`src/inc/txbp_pkg.sv`:
```
package txbp_pkg;
   // ************************************************************
   // command word field layout
   // ************************************************************
   localparam int A_SIZE_LSB   = 0;
   localparam int A_SIZE_MSB   = 10;
   localparam int A_LAST_BIT   = 12;
   localparam int A_FIRST_BIT  = 13;
   localparam int A_OFS_LSB    = 16;
   localparam int A_OFS_MSB    = 20;
   localparam int A_ALIGN_LSB  = 24;
   localparam int A_ALIGN_MSB  = 25;
   localparam int B_LEN_LSB    = 0;
   localparam int B_LEN_MSB    = 10;
   localparam int B_NOPAD_BIT  = 12;
   localparam int B_NOCRC_BIT  = 13;
   localparam int B_TAG_LSB    = 16;
   localparam int B_TAG_MSB    = 31;

   // ************************************************************
   // sizes and encodings
   // ************************************************************
   localparam int LEN_W        = 11;
   localparam int FIFO_DEPTH   = 8;
   localparam int MIN_FRAME    = 64;
   localparam logic [1:0] ALIGN_4  = 2'h0;
   localparam logic [1:0] ALIGN_16 = 2'h1;
   localparam logic [1:0] ALIGN_32 = 2'h2;
   localparam logic [LEN_W-1:0] LEN_ZERO = 11'h000;

   typedef struct packed {
      logic [7:0] data;
      logic       first;
      logic       last;
      logic       no_crc;
      logic       no_pad;
      logic [15:0] tag;
   } txbp_byte_t;

   typedef enum logic [3:0] {
      ST_CMDA = 4'h1,
      ST_CMDB = 4'h2,
      ST_DATA = 4'h4,
      ST_PAD  = 4'h8
   } txbp_state_t;
endpackage : txbp_pkg

```
`src/design/txbp_parser.sv`:
```
// Overview of operation
// buffer size field gives payload byte count following the commands
// size plus alignment setting gives trailing filler dwords to discard
// running buffer size sum compared to packet length, mismatch sets error
// packet length excludes offset and padding; mismatch sets error
// tag from second word copied to output unchanged
// crc-disable bit suppresses crc append
// pad-disable bit suppresses short-frame padding to 64 bytes
// pad disabled forces crc append regardless of crc-disable
// data begins at third dword after the two command words
// offset low bits select first valid byte lane
// offset upper bits skip zero to seven leading dwords
// buffer ends on any byte; unused trailing bytes not forwarded
// alignment 4, 16 or 32 bytes; filler discarded automatically
// host appends filler to reach the end alignment
// buffers may start and end on any byte alignment
// host keeps middle buffers at least four bytes long
// downstream fifo holds a whole packet before transmission
// host keeps per-packet fifo usage within the byte budget
// whole offset and alignment dwords stripped before loading fifo
// both command words discarded, never forwarded
// host may limit a packet to 86 buffers
// first word bit 13 flags first segment, bit 12 last segment
// differing second command words within a packet set error
// length check on last-segment buffer, then sum cleared
// error flag sticky until software clear; traffic continues
`timescale 1ns/10ps
`default_nettype none

// ************************************************************
// byte fifo
// ************************************************************
module txbp_fifo #(
   parameter int WIDTH = 8,
   parameter int DEPTH = 8
) (
   input  wire logic             clk,
   input  wire logic             sys_rst,
   input  wire logic [WIDTH-1:0] in_data,
   input  wire logic             in_valid,
   output logic                  in_ready,
   output logic [WIDTH-1:0]      out_data,
   output logic                  out_valid,
   input  wire logic             out_ready
);
   localparam int AW = $clog2(DEPTH);
   logic [WIDTH-1:0] mem_q [DEPTH];
   logic [AW-1:0]    wp_q;
   logic [AW-1:0]    rp_q;
   logic [AW:0]      cnt_q;
   wire              push = in_valid && in_ready;
   wire              pop  = out_valid && out_ready;

   // full is a count equal to the depth; the count is one bit wider than the pointers
   assign in_ready  = (cnt_q != (AW+1)'(DEPTH));
   assign out_valid = (cnt_q != '0);
   assign out_data  = mem_q[rp_q];

   always_ff @(posedge clk or posedge sys_rst) begin
      if (sys_rst) begin
         wp_q  <= '0;
         rp_q  <= '0;
         cnt_q <= '0;
      end else begin
         if (push) wp_q <= wp_q + 1'b1;
         if (pop) rp_q <= rp_q + 1'b1;
         cnt_q <= cnt_q + (AW+1)'(push) - (AW+1)'(pop);
      end
   end

   always_ff @(posedge clk) begin
      if (push) mem_q[wp_q] <= in_data;
   end

   // occupancy past the depth would overwrite a byte not yet read
   a_fifo_bound: assert property (@(posedge clk) disable iff (sys_rst)
      cnt_q <= (AW+1)'(DEPTH)) else $error("fifo overfilled");
endmodule : txbp_fifo

// ************************************************************
// command parser
// ************************************************************
module txbp_parser
   import txbp_pkg::*;
(
   input  wire logic         clk,
   input  wire logic         sys_rst,
   input  wire logic [31:0]  host_data,
   input  wire logic         host_valid,
   output logic              host_ready,
   input  wire logic         tx_error_clear,
   output logic              tx_error_flag,
   output txbp_pkg::txbp_byte_t mac_byte,
   output logic              mac_valid,
   input  wire logic         mac_ready,
   output logic              mac_add_crc,
   output logic              mac_add_pad
);
   import txbp_pkg::*;

   txbp_state_t      st_q;
   logic [31:0]      cmda_q;
   logic [31:0]      cmdb_q;
   logic [31:0]      pktb_q;
   logic             inpkt_q;
   logic [LEN_W-1:0] sum_q;
   logic [LEN_W-1:0] left_q;
   logic [7:0]       skip_q;
   logic [7:0]       pad_q;
   logic [31:0]      word_q;
   logic [2:0]       lane_q;
   logic             busy_q;
   logic             firstb_q;
   logic             err_q;
   logic             crc_q;
   logic             padq_q;

   // ************************************************************
   // decode of command word a
   // ************************************************************
   wire [LEN_W-1:0] a_size  = host_data[A_SIZE_MSB:A_SIZE_LSB];
   wire [4:0]       a_ofs   = host_data[A_OFS_MSB:A_OFS_LSB];
   wire [1:0]       a_align = host_data[A_ALIGN_MSB:A_ALIGN_LSB];
   wire             a_first = host_data[A_FIRST_BIT];
   wire [LEN_W+4:0] a_span  = {5'h00, a_size} + {11'h000, a_ofs};
   // aligned end in bytes: size plus offset rounded up to the alignment
   wire [LEN_W+4:0] a_amask = (a_align == ALIGN_32) ? 16'h001f :
                              (a_align == ALIGN_16) ? 16'h000f : 16'h0003;
   wire [LEN_W+4:0] a_end   = (a_span + a_amask) & ~a_amask;
   wire [LEN_W+4:0] a_used  = (a_span + 16'h0003) & ~16'h0003;
   wire [7:0]       a_tail  = 8'((a_end - a_used) >> 2);
   wire [7:0]       a_skip  = {5'h00, a_ofs[4:2]};

   // ************************************************************
   // word and byte stepping
   // ************************************************************
   wire word_take = host_valid && host_ready;
   wire fifo_ready;
   wire byte_go   = busy_q && (left_q != LEN_ZERO);
   wire byte_push = byte_go && fifo_ready;
   wire last_byte = (left_q == LEN_W'(1));
   wire lane_end  = (lane_q == 3'h3) || last_byte;
   wire [7:0] lane_byte = word_q[8*lane_q[1:0] +: 8];
   wire       pkt_last  = cmda_q[A_LAST_BIT];
   wire [LEN_W-1:0] sum_nx = sum_q + cmda_q[A_SIZE_MSB:A_SIZE_LSB];
   wire b_differs = inpkt_q && (host_data != pktb_q);
   wire len_bad   = (sum_nx != cmdb_q[B_LEN_MSB:B_LEN_LSB]);
   wire buf_done  = byte_push && last_byte;
   wire err_set   = (st_q == ST_CMDB && word_take && b_differs) ||
                    (buf_done && pkt_last && len_bad);

   assign host_ready = (st_q == ST_CMDA) || (st_q == ST_CMDB) ||
                       (st_q == ST_PAD) || (st_q == ST_DATA && !busy_q);

   txbp_byte_t fin;
   assign fin.data   = lane_byte;
   assign fin.first  = firstb_q;
   assign fin.last   = last_byte && pkt_last;
   assign fin.no_crc = cmdb_q[B_NOCRC_BIT];
   assign fin.no_pad = cmdb_q[B_NOPAD_BIT];
   assign fin.tag    = cmdb_q[B_TAG_MSB:B_TAG_LSB];

   // store-and-forward is the mac's job; this fifo only absorbs rate
   txbp_fifo #(.WIDTH($bits(txbp_byte_t)), .DEPTH(FIFO_DEPTH)) u_fifo (
      .clk       (clk),
      .sys_rst   (sys_rst),
      .in_data   (fin),
      .in_valid  (byte_go),
      .in_ready  (fifo_ready),
      .out_data  (mac_byte),
      .out_valid (mac_valid),
      .out_ready (mac_ready)
   );

   always_ff @(posedge clk or posedge sys_rst) begin
      if (sys_rst) begin
         st_q     <= ST_CMDA;
         cmda_q   <= 32'h0000_0000;
         cmdb_q   <= 32'h0000_0000;
         pktb_q   <= 32'h0000_0000;
         inpkt_q  <= 1'b0;
         sum_q    <= LEN_ZERO;
         left_q   <= LEN_ZERO;
         skip_q   <= 8'h00;
         pad_q    <= 8'h00;
         word_q   <= 32'h0000_0000;
         lane_q   <= 3'h0;
         busy_q   <= 1'b0;
         firstb_q <= 1'b0;
      end else begin
         unique case (st_q)
            ST_CMDA: if (word_take) begin
               cmda_q <= host_data;
               left_q <= a_size;
               skip_q <= a_skip;
               pad_q  <= a_tail;
               lane_q <= {1'b0, a_ofs[1:0]};
               if (a_first) inpkt_q <= 1'b0;
               st_q   <= ST_CMDB;
            end
            ST_CMDB: if (word_take) begin
               cmdb_q  <= host_data;
               firstb_q <= cmda_q[A_FIRST_BIT];
               if (!inpkt_q) pktb_q <= host_data;
               inpkt_q <= 1'b1;
               st_q    <= (left_q == LEN_ZERO) ?
                          ((pad_q == 8'h00) ? ST_CMDA : ST_PAD) : ST_DATA;
            end
            ST_DATA: begin
               if (word_take) begin
                  if (skip_q != 8'h00) skip_q <= skip_q - 1'b1;
                  else begin
                     word_q <= host_data;
                     busy_q <= 1'b1;
                  end
               end
               if (byte_push) begin
                  firstb_q <= 1'b0;
                  left_q   <= left_q - 1'b1;
                  lane_q   <= lane_end ? 3'h0 : lane_q + 1'b1;
                  if (lane_end) busy_q <= 1'b0;
                  if (last_byte) begin
                     sum_q <= pkt_last ? LEN_ZERO : sum_nx;
                     if (pkt_last) inpkt_q <= 1'b0;
                     st_q  <= (pad_q == 8'h00) ? ST_CMDA : ST_PAD;
                  end
               end
            end
            ST_PAD: if (word_take) begin
               pad_q <= pad_q - 1'b1;
               if (pad_q == 8'h01) st_q <= ST_CMDA;
            end
         endcase
      end
   end

   // ************************************************************
   // error flag and frame options
   // ************************************************************
   always_ff @(posedge clk or posedge sys_rst) begin
      if (sys_rst) begin
         err_q  <= 1'b0;
         crc_q  <= 1'b1;
         padq_q <= 1'b1;
      end else begin
         if (err_set) err_q <= 1'b1;
         else if (tx_error_clear) err_q <= 1'b0;
         // no-pad forces crc; padding targets MIN_FRAME bytes downstream
         crc_q  <= !cmdb_q[B_NOCRC_BIT] || cmdb_q[B_NOPAD_BIT];
         padq_q <= !cmdb_q[B_NOPAD_BIT];
      end
   end

   assign tx_error_flag = err_q;
   assign mac_add_crc   = crc_q;
   assign mac_add_pad   = padq_q;

   // ************************************************************
   // checks
   // ************************************************************
   a_err_sticky: assert property (@(posedge clk) disable iff (sys_rst)
      err_q && !tx_error_clear |=> err_q) else $error("error flag dropped");
   a_err_len: assert property (@(posedge clk) disable iff (sys_rst)
      buf_done && pkt_last && len_bad |=> err_q) else $error("length miss");
   a_err_tagb: assert property (@(posedge clk) disable iff (sys_rst)
      st_q == ST_CMDB && word_take && b_differs |=> err_q)
      else $error("cmd b mismatch missed");
   a_sum_clear: assert property (@(posedge clk) disable iff (sys_rst)
      buf_done && pkt_last |=> sum_q == LEN_ZERO) else $error("sum kept");
   a_crc_force: assert property (@(posedge clk) disable iff (sys_rst)
      cmdb_q[B_NOPAD_BIT] |=> mac_add_crc) else $error("crc not forced");
   a_crc_off: assert property (@(posedge clk) disable iff (sys_rst)
      cmdb_q[B_NOCRC_BIT] && !cmdb_q[B_NOPAD_BIT] |=> !mac_add_crc)
      else $error("crc not disabled");
   a_pad_off: assert property (@(posedge clk) disable iff (sys_rst)
      cmdb_q[B_NOPAD_BIT] |=> !mac_add_pad) else $error("pad not off");
   a_no_cmd_out: assert property (@(posedge clk) disable iff (sys_rst)
      byte_go |-> st_q == ST_DATA) else $error("byte outside data");
   a_tag_copy: assert property (@(posedge clk) disable iff (sys_rst)
      byte_go |-> fin.tag == cmdb_q[B_TAG_MSB:B_TAG_LSB]) else $error("tag");
   a_count_down: assert property (@(posedge clk) disable iff (sys_rst)
      byte_push |=> left_q == $past(left_q) - 1'b1) else $error("count");

   // whole offset dwords must be spent before any byte is cut from a word
   a_skip_first: assert property (@(posedge clk) disable iff (sys_rst)
      byte_go |-> skip_q == 8'h00) else $error("byte before skip done");
   a_pad_no_byte: assert property (@(posedge clk) disable iff (sys_rst)
      st_q == ST_PAD |-> !byte_go) else $error("filler forwarded");
   a_first_once: assert property (@(posedge clk) disable iff (sys_rst)
      byte_push && firstb_q |=> !firstb_q) else $error("first mark repeated");

   c_buf_done: cover property (@(posedge clk) disable iff (sys_rst) buf_done && pkt_last);
   c_pad_skip: cover property (@(posedge clk) disable iff (sys_rst) st_q == ST_PAD);
   c_err:      cover property (@(posedge clk) disable iff (sys_rst) err_set);
   c_stall:    cover property (@(posedge clk) disable iff (sys_rst) byte_go && !fifo_ready);
endmodule : txbp_parser
`default_nettype wire

```
`config.mk`:
```
export PLATFORM = sky130hd
export DESIGN_NAME = txbp_parser
export DESIGN_NICKNAME = d
export VERILOG_FILES = /design/src/inc/txbp_pkg.sv /design/src/design/txbp_parser.sv
export SDC_FILE = /design/constraint.sdc
export NUM_CORES = 1
export LEC_CHECK = 0
export BUFFER_PORTS_ARGS = -buffer_cell sky130_fd_sc_hd__buf_2
export CORE_ASPECT_RATIO = 0.9
export CORE_UTILIZATION = 67
export DETAILED_ROUTE_END_ITERATION = 12
export PLACE_DENSITY = 0.85
export SLEW_MARGIN = 20
export SYNTH_ARGS = -nofsm -noshare
export SYNTH_HDL_FRONTEND = slang
export SYNTH_HIERARCHICAL = 1
export SYNTH_SLANG_ARGS = --single-unit
```
`constraint.sdc`:
```
create_clock -name clk -period 10.9 [get_ports clk]
set_input_delay 1.09 -clock clk [delete_from_list [all_inputs] [get_ports clk]]
set_output_delay 1.09 -clock clk [all_outputs]
set_load 0.02 [all_outputs]
```
## Word level (Yosys, flattened, before mapping)

Memory sizes are Yosys's and may differ from the RTL's.
Index checks and enable logic that the tools add are counted.

| cells by class | value |
|---|---|
| bitwise logic cells | 4 |
| $add $sub $neg | 13 |
| reductions and logical operators | 42 |
| eq/ne operators | 22 |
| shift operators | 1 |
| muxes and demuxes | 44 |

Operator list:

| kind | number |
|---|---|
| 8-bit 2-to-1 mux | 5 |
| 4-bit 2-to-1 mux | 9 |
| 11-bit 2-to-1 mux | 3 |
| 32-bit != test | 1 |
| 8-bit one-hot mux with 2 select lines | 2 |
| 32-bit by 6-bit variable part select with 8-bit output | 1 |
| 11-bit one-hot mux with 2 select lines | 1 |
| 10-bit by 5-bit adder with 10-bit output | 2 |
| 3-bit AND reduction | 6 |
| 1-bit 2-to-1 mux | 16 |
| 2-bit != test (second input constant) | 8 |
| 4-bit one-hot mux with 4 select lines | 1 |
| 8-bit by 1-bit subtractor with 8-bit output (second input constant) | 2 |
| 1-bit logical AND | 12 |
| 11-bit adder | 1 |
| 11-bit by 1-bit equality test with 1-bit output (second input constant) | 1 |
| 11-bit logical NOT | 1 |
| 11-bit != test | 1 |
| 11-bit nonzero test | 1 |
| 11-bit by 1-bit subtractor with 11-bit output (second input constant) | 1 |
| 10-bit by 2-bit adder with 10-bit output (second input constant) | 1 |
| 10-bit bitwise AND | 1 |
| 5-bit inverter with 10-bit output | 1 |
| 10-bit subtractor | 1 |
| other kinds (30) | 47 |

| storage, ports and cells | value |
|---|---|
| memory bits (writable) | 224 |
| bits in registers | 171 |
| input port bits | 37 |
| memories | 1 |
| output and inout bits | 33 |

Memory list:

| name | depth | bits a word | rd ports | clocked after memory_dff | write ports | line | text |
|---|---|---|---|---|---|---|---|
| u_fifo.mem_q | 8 | 28 | 1 | 0 | 1 | txbp_parser.sv:47 | `logic [WIDTH-1:0] mem_q [DEPTH];` |

## Depth between registers and ports, before layout

| logic depth | value |
|---|---|
| depth in word-level cells | 9 |
| mapped depth | 17 |
| gate-level depth less buffers | 17 |

## Modules after synthesis

The synthesis kept the hierarchy.

Modules (own cells, without submodules):

| module | sequential area each (um2) | cells an instance | area each (um2) | instances |
|---|---|---|---|---|
| txbp_fifo | 6976.7 | 379 | 8982.4 | 1 |
| txbp_parser | 3932.5 | 811 | 8867.3 | 1 |

## Worst setup path before layout

No wires, ideal clock.

| timing path | value |
|---|---|
| path kind | input to register |
| from | in host_data[0] |
| to | reg pad_q[6] |
| arrival | 4.205 ns |
| path buffers | 0 |
| library setup time | 0.126 ns |
| data required time | 10.774 ns |
| cell stages on the path | 14 |
| path slack | 6.569 ns |
| path through | ha_1 fa_1 xor2_1 ha_1 o21a_1 or3_1 ha_1 fa_1 o21ai_0 a21oi_1 o21bai_1 a21oi_1 xnor2_1 a221o_1 |

| on the way | value |
|---|---|
| longest elaborated chain between the ends | 6 |
| elaborated cells on any way between the ends | 7 |
| classes of those cells | add/sub (4); mux (2); bitwise (1) |

RTL lines:

| what | line | text |
|---|---|---|
| start, declared | txbp_parser.sv:88 | `input wire logic [31:0] host_data,` |
| 10-bit by 5-bit adder with 10-bit output (*) | txbp_parser.sv:125 | `wire [LEN_W+4:0] a_span = {5'h00, a_size} + {11'h000, a_ofs};` |
| 10-bit by 5-bit adder with 10-bit output | txbp_parser.sv:129 | `wire [LEN_W+4:0] a_end = (a_span + a_amask) & ~a_amask;` |
| 10-bit bitwise AND | txbp_parser.sv:129 |  |
| 10-bit subtractor (*) | txbp_parser.sv:131 | `wire [7:0] a_tail = 8'((a_end - a_used) >> 2);` |
| 8-bit 2-to-1 mux (*) | txbp_parser.sv:192 | `ST_CMDA: if (word_take) begin` |
| 8-bit one-hot mux with 2 select lines (*) | txbp_parser.sv:191 | `unique case (st_q)` |
| end signal, assigned | txbp_parser.sv:196 | `pad_q <= a_tail;` |
| end signal, assigned | txbp_parser.sv:230 | `pad_q <= pad_q - 1'b1;` |
| end, declared | txbp_parser.sv:109 | `logic [7:0] pad_q;` |

Mark *: on every way between the ends. The rest lies on a longest branch, timed or not. The select of a mux whose other input is x is not followed.
A chain may end at the register's enable or synchronous reset.

## Worst setup path after layout

| timing path | value |
|---|---|
| from | in host_data[0] |
| to | reg pad_q[5] |

The elaborated chain is that of the path after synthesis.

==> results.tsv <==
stage	metric	value	unit
place	postPlaceCellArea	18500	um2
grt	grtUsageTotal	31.0	%
sta	finalSetupTns	0	ns
logic_synthesis	yosysUniqueCellTypes	67	
floorplan	core	26100	um2
logic_synthesis	synth_edf_count	224	
place	finalWeightedCongestion	0.886	
cells_and_area	fin_util	75.8	%
floorplan	start_util	68.3	%
floorplan	ioPinCount	70	
sta	finalCritPeriodShare	39.2	%
sta	hold_ws	0.503	ns
setup_path	worstPathArrival	4.72	ns
clock_network	clk_path_buf_depth	3	
grt	grt_max_degree	83	
setup_path	worstSetupPathType	input pin to flop	
logic_synthesis	muxShareOfSynthArea	17.0	%
job	drv_cap	0	
setup_path	critPathCaptureType	flop	
logic_synthesis	async_flop_share	42.7	%
setup_path	r2r_start	left_q[0]	
route	firstDrtPassIters	7	
place	dp_hpwl	24700	um
grt	grt_pass1_wl	62700	um
worst_hold_path	worstHoldEndpoint	sum_q[4]	
sta	fin_worst_skew	0.0198	ns
logic_synthesis	ys_seq_area_share	61.1	%
grt	antenna_found_initial	2	
power	totalPowerFinal	5.80	mW
logic_synthesis	synth_area_per_cell	15.0	um2
clock_network	ctsHoldBuffers	0	
route	drt_iter0_markers	962	
setup_path	r2r_cells	9	
clock_network	post_cts_buffers	0	
clock_network	cts_buffers	40	
clock_network	cts.htree.levels	2	
logic_synthesis	synth-compound-area-share	5.32	%
route	drtAntennaViolNets	0	
logic_synthesis	synthSimpleGateAreaFrac	6.48	%
route	drt-total-wl	40600	um
outcome	status	finished clean	
route	wl_per_cell	24.7	um
power	vdd_drop_max	0.153	mV
floorplan	die_area	27300	um2
floorplan	fp.dieH	157	um
worst_hold_path	worstHoldStart	sum_q[4]	
setup_path	start_kind	input pin	
sta	setup_viol_count_final	0	
route	drcViolationCount	0	
sta	fin_crit	4.27	ns
setup_path	required	11.35	ns
worst_hold_path	hold_depth	2	
place	io_buffers	69	
clock_network	cts_tree	yes	
sta	hold_viol	0	
sta	tightest_slew	1.19	ns
cells_and_area	syn2layout_area_growth	10.9	%
clock_network	cts_sinks	391	
logic_synthesis	ys_ff_latch	391	
floorplan	die_w	174	um
floorplan	rows	56	
logic_synthesis	synth_top_family_by_area	multiplexers	
route	viasPerCell	6.50	
logic_synthesis	synth_xor_area_share	4.37	%
cells_and_area	fin_area	19800	um2
sta	max_freq	234	MHz
route	num_vias	10700	
setup_path	cp_max_fo	7	
logic_synthesis	ys_warn_count	6	
sta	drv_slew	0	
sta	rsz0062_at_grt	no	
setup_path	reg2reg_slack	7.22	ns
sta	slew_headroom	20.9	%
logic_synthesis	syn-cell-area	17800	um2
logic_synthesis	synth_top_flop_cell	edfxtp_1	
power	p_per_area	293	nW/um2
logic_synthesis	syn_nets	1273	
cells_and_area	final_nets	1347	
logic_synthesis	syn_inst	1190	
grt	grt_overflow	0	
grt	first_global_vias	10800	
clock_network	root_buffer	clkbuf_16	
clock_network	post_cts_resized	0	
worst_hold_path	hp-class	flop to flop	
cells_and_area	drive_gt1_share	27.9	%
clock_network	path_clk_slew	0.07	ns
setup_path	rr_endpoint	u_fifo/mem_q[0][2]	
power	p_leak	7.85	nW
logic_synthesis	synth_fa_ha_area_share	3.39	%
clock_network	insertion_delay	0.55	ns
[report_power, final]
part           switching [mW]  internal, mW
clock network           0.569         0.796
registers               0.361          2.13
logic                    1.04         0.901
total                    1.97          3.83
[Yosys cell counts (all sizes together), types with 3 or more instances]
master	instances	share of area, %
edfxtp	224	38
dfrtp	164	23
mux2	130	8.8
mux4	64	8.1
o21ai	56	1.6
xor2	56	2.7
nand2	55	1.2
nor2	54	1.1
ha	42	2.9
a21oi	41	1.1
xnor2	33	1.6
inv	32	0.67
clkbuf	30	0.63
nor3	27	0.76
buf	24	1.1
nor4	12	0.42
nand2b	11	0.39
a21o	9	0.38
and2	9	0.32
o31ai	9	0.38
nand3	8	0.22
nand4	8	0.36
nor2b	8	0.28
or3	8	0.28
a211oi	6	0.25
a22o	6	0.29
o21a	5	0.21
or4	5	0.25
and3	4	0.14
fa	4	0.45
o211ai	4	0.17
o21bai	4	0.17
or2	4	0.14
dfstp	3	0.44
nor3b	3	0.13
or3b	3	0.15
[flip-flops by register name, summed over array words and instances, names as in the netlist, 4 cells and up]
signal / count
word_q: 32
pad_q: 8
left_q: 11
u_fifo/cnt_q: 4
cmdb_q: 29
sum_q: 11
cmda_q: 13
u_fifo/mem_q: 224
pktb_q: 32
st_q: 4
skip_q: 8
[worst max-delay path, cell delays in order]
cell	delay (ns)
buf_2	0.17
ha_1	0.24
fa_1	0.42
xor2_1	0.32
ha_1	0.31
o21a_1	0.14
o21ai_0	0.16
nand2b_1	0.11
a21o_1	0.27
xor2_1	0.19
ha_1	0.34
a21boi_0	0.15
o21ai_0	0.22
nor2b_1	0.19
xnor2_1	0.14
a21oi_1	0.09
o21ai_0	0.18
[cells by family (layout without fill, tap and decap cells)]
logic type,count (synthesis),after routing
AOI/OAI and AO/OA,156,156
xor gates and xnor gates,89,89
adders and majority gates,46,46
buffers and inverters,86,189
DFF,391,391
muxes,196,196
other,0,1
and+or+nand+nor,226,226
[cell usage in the layout, fill, tap and decap left out, types with 17 or more instances in the layout]
| master | n |
|---|---|
| a21oi_1 | 41 |
| buf_2 | 69 |
| buf_4 | 17 |
| clkbuf_16 | 40 |
| dfrtp_1 | 162 |
| edfxtp_1 | 224 |
| ha_1 | 42 |
| inv_1 | 31 |
| mux2_2 | 102 |
| mux2_4 | 27 |
| mux4_2 | 64 |
| nand2_1 | 55 |
| nor2_1 | 48 |
| nor3_1 | 24 |
| o21ai_0 | 53 |
| xnor2_1 | 33 |
| xor2_1 | 56 |
[layout make-up]
type	count	area, um2
Antenna cell	1	2.50
Timing Repair Buffer	86	473
Sequential cell	391	10900
Clock buffer	51	1070
Inverter	32	125
Fill cell	1470	6330
Tap cell	348	435
Clock inverter	20	230
Multi-Input combinational cell	713	6550
[metrics by stage]
| stage | cells | worst slack [ns] |
|---|---|---|
| after floorplan | 1190 | 5.58 |
| after global placement | 1570 | 6.20 |
| after detailed placement | 1570 | 6.18 |
| after CTS | 1641 | 6.67 |
| after global routing | 1642 | 6.37 |
| final | 1642 | 6.63 |
[worst max path at each step]
stage                    from      endpoint  slack (ns)  cells past startpoint
2_1_floorplan         sys_rst        busy_q        5.58                      1
6_report         host_data[0]      pad_q[5]        6.63                     17
5_1_grt          host_data[0]      pad_q[5]        6.37                     17
3_3_place_gp     host_data[0]      pad_q[6]        6.20                     15
3_5_place_dp     host_data[0]      pad_q[6]        6.18                     15
4_1_cts        u_fifo/rp_q[0]  mac_byte[23]        6.67                      4
[per-layer routing]
metal	GRT usage (%)	up-vias	part of all wire [%]
li1	-	4633	-
met4	10.6	2	2.5
met2	51.4	524	49
met3	5.20	78	8.3
met5	0	-	0.032
met1	42.1	5439	40
Note: power is estimated with default switching activity, not from simulation.
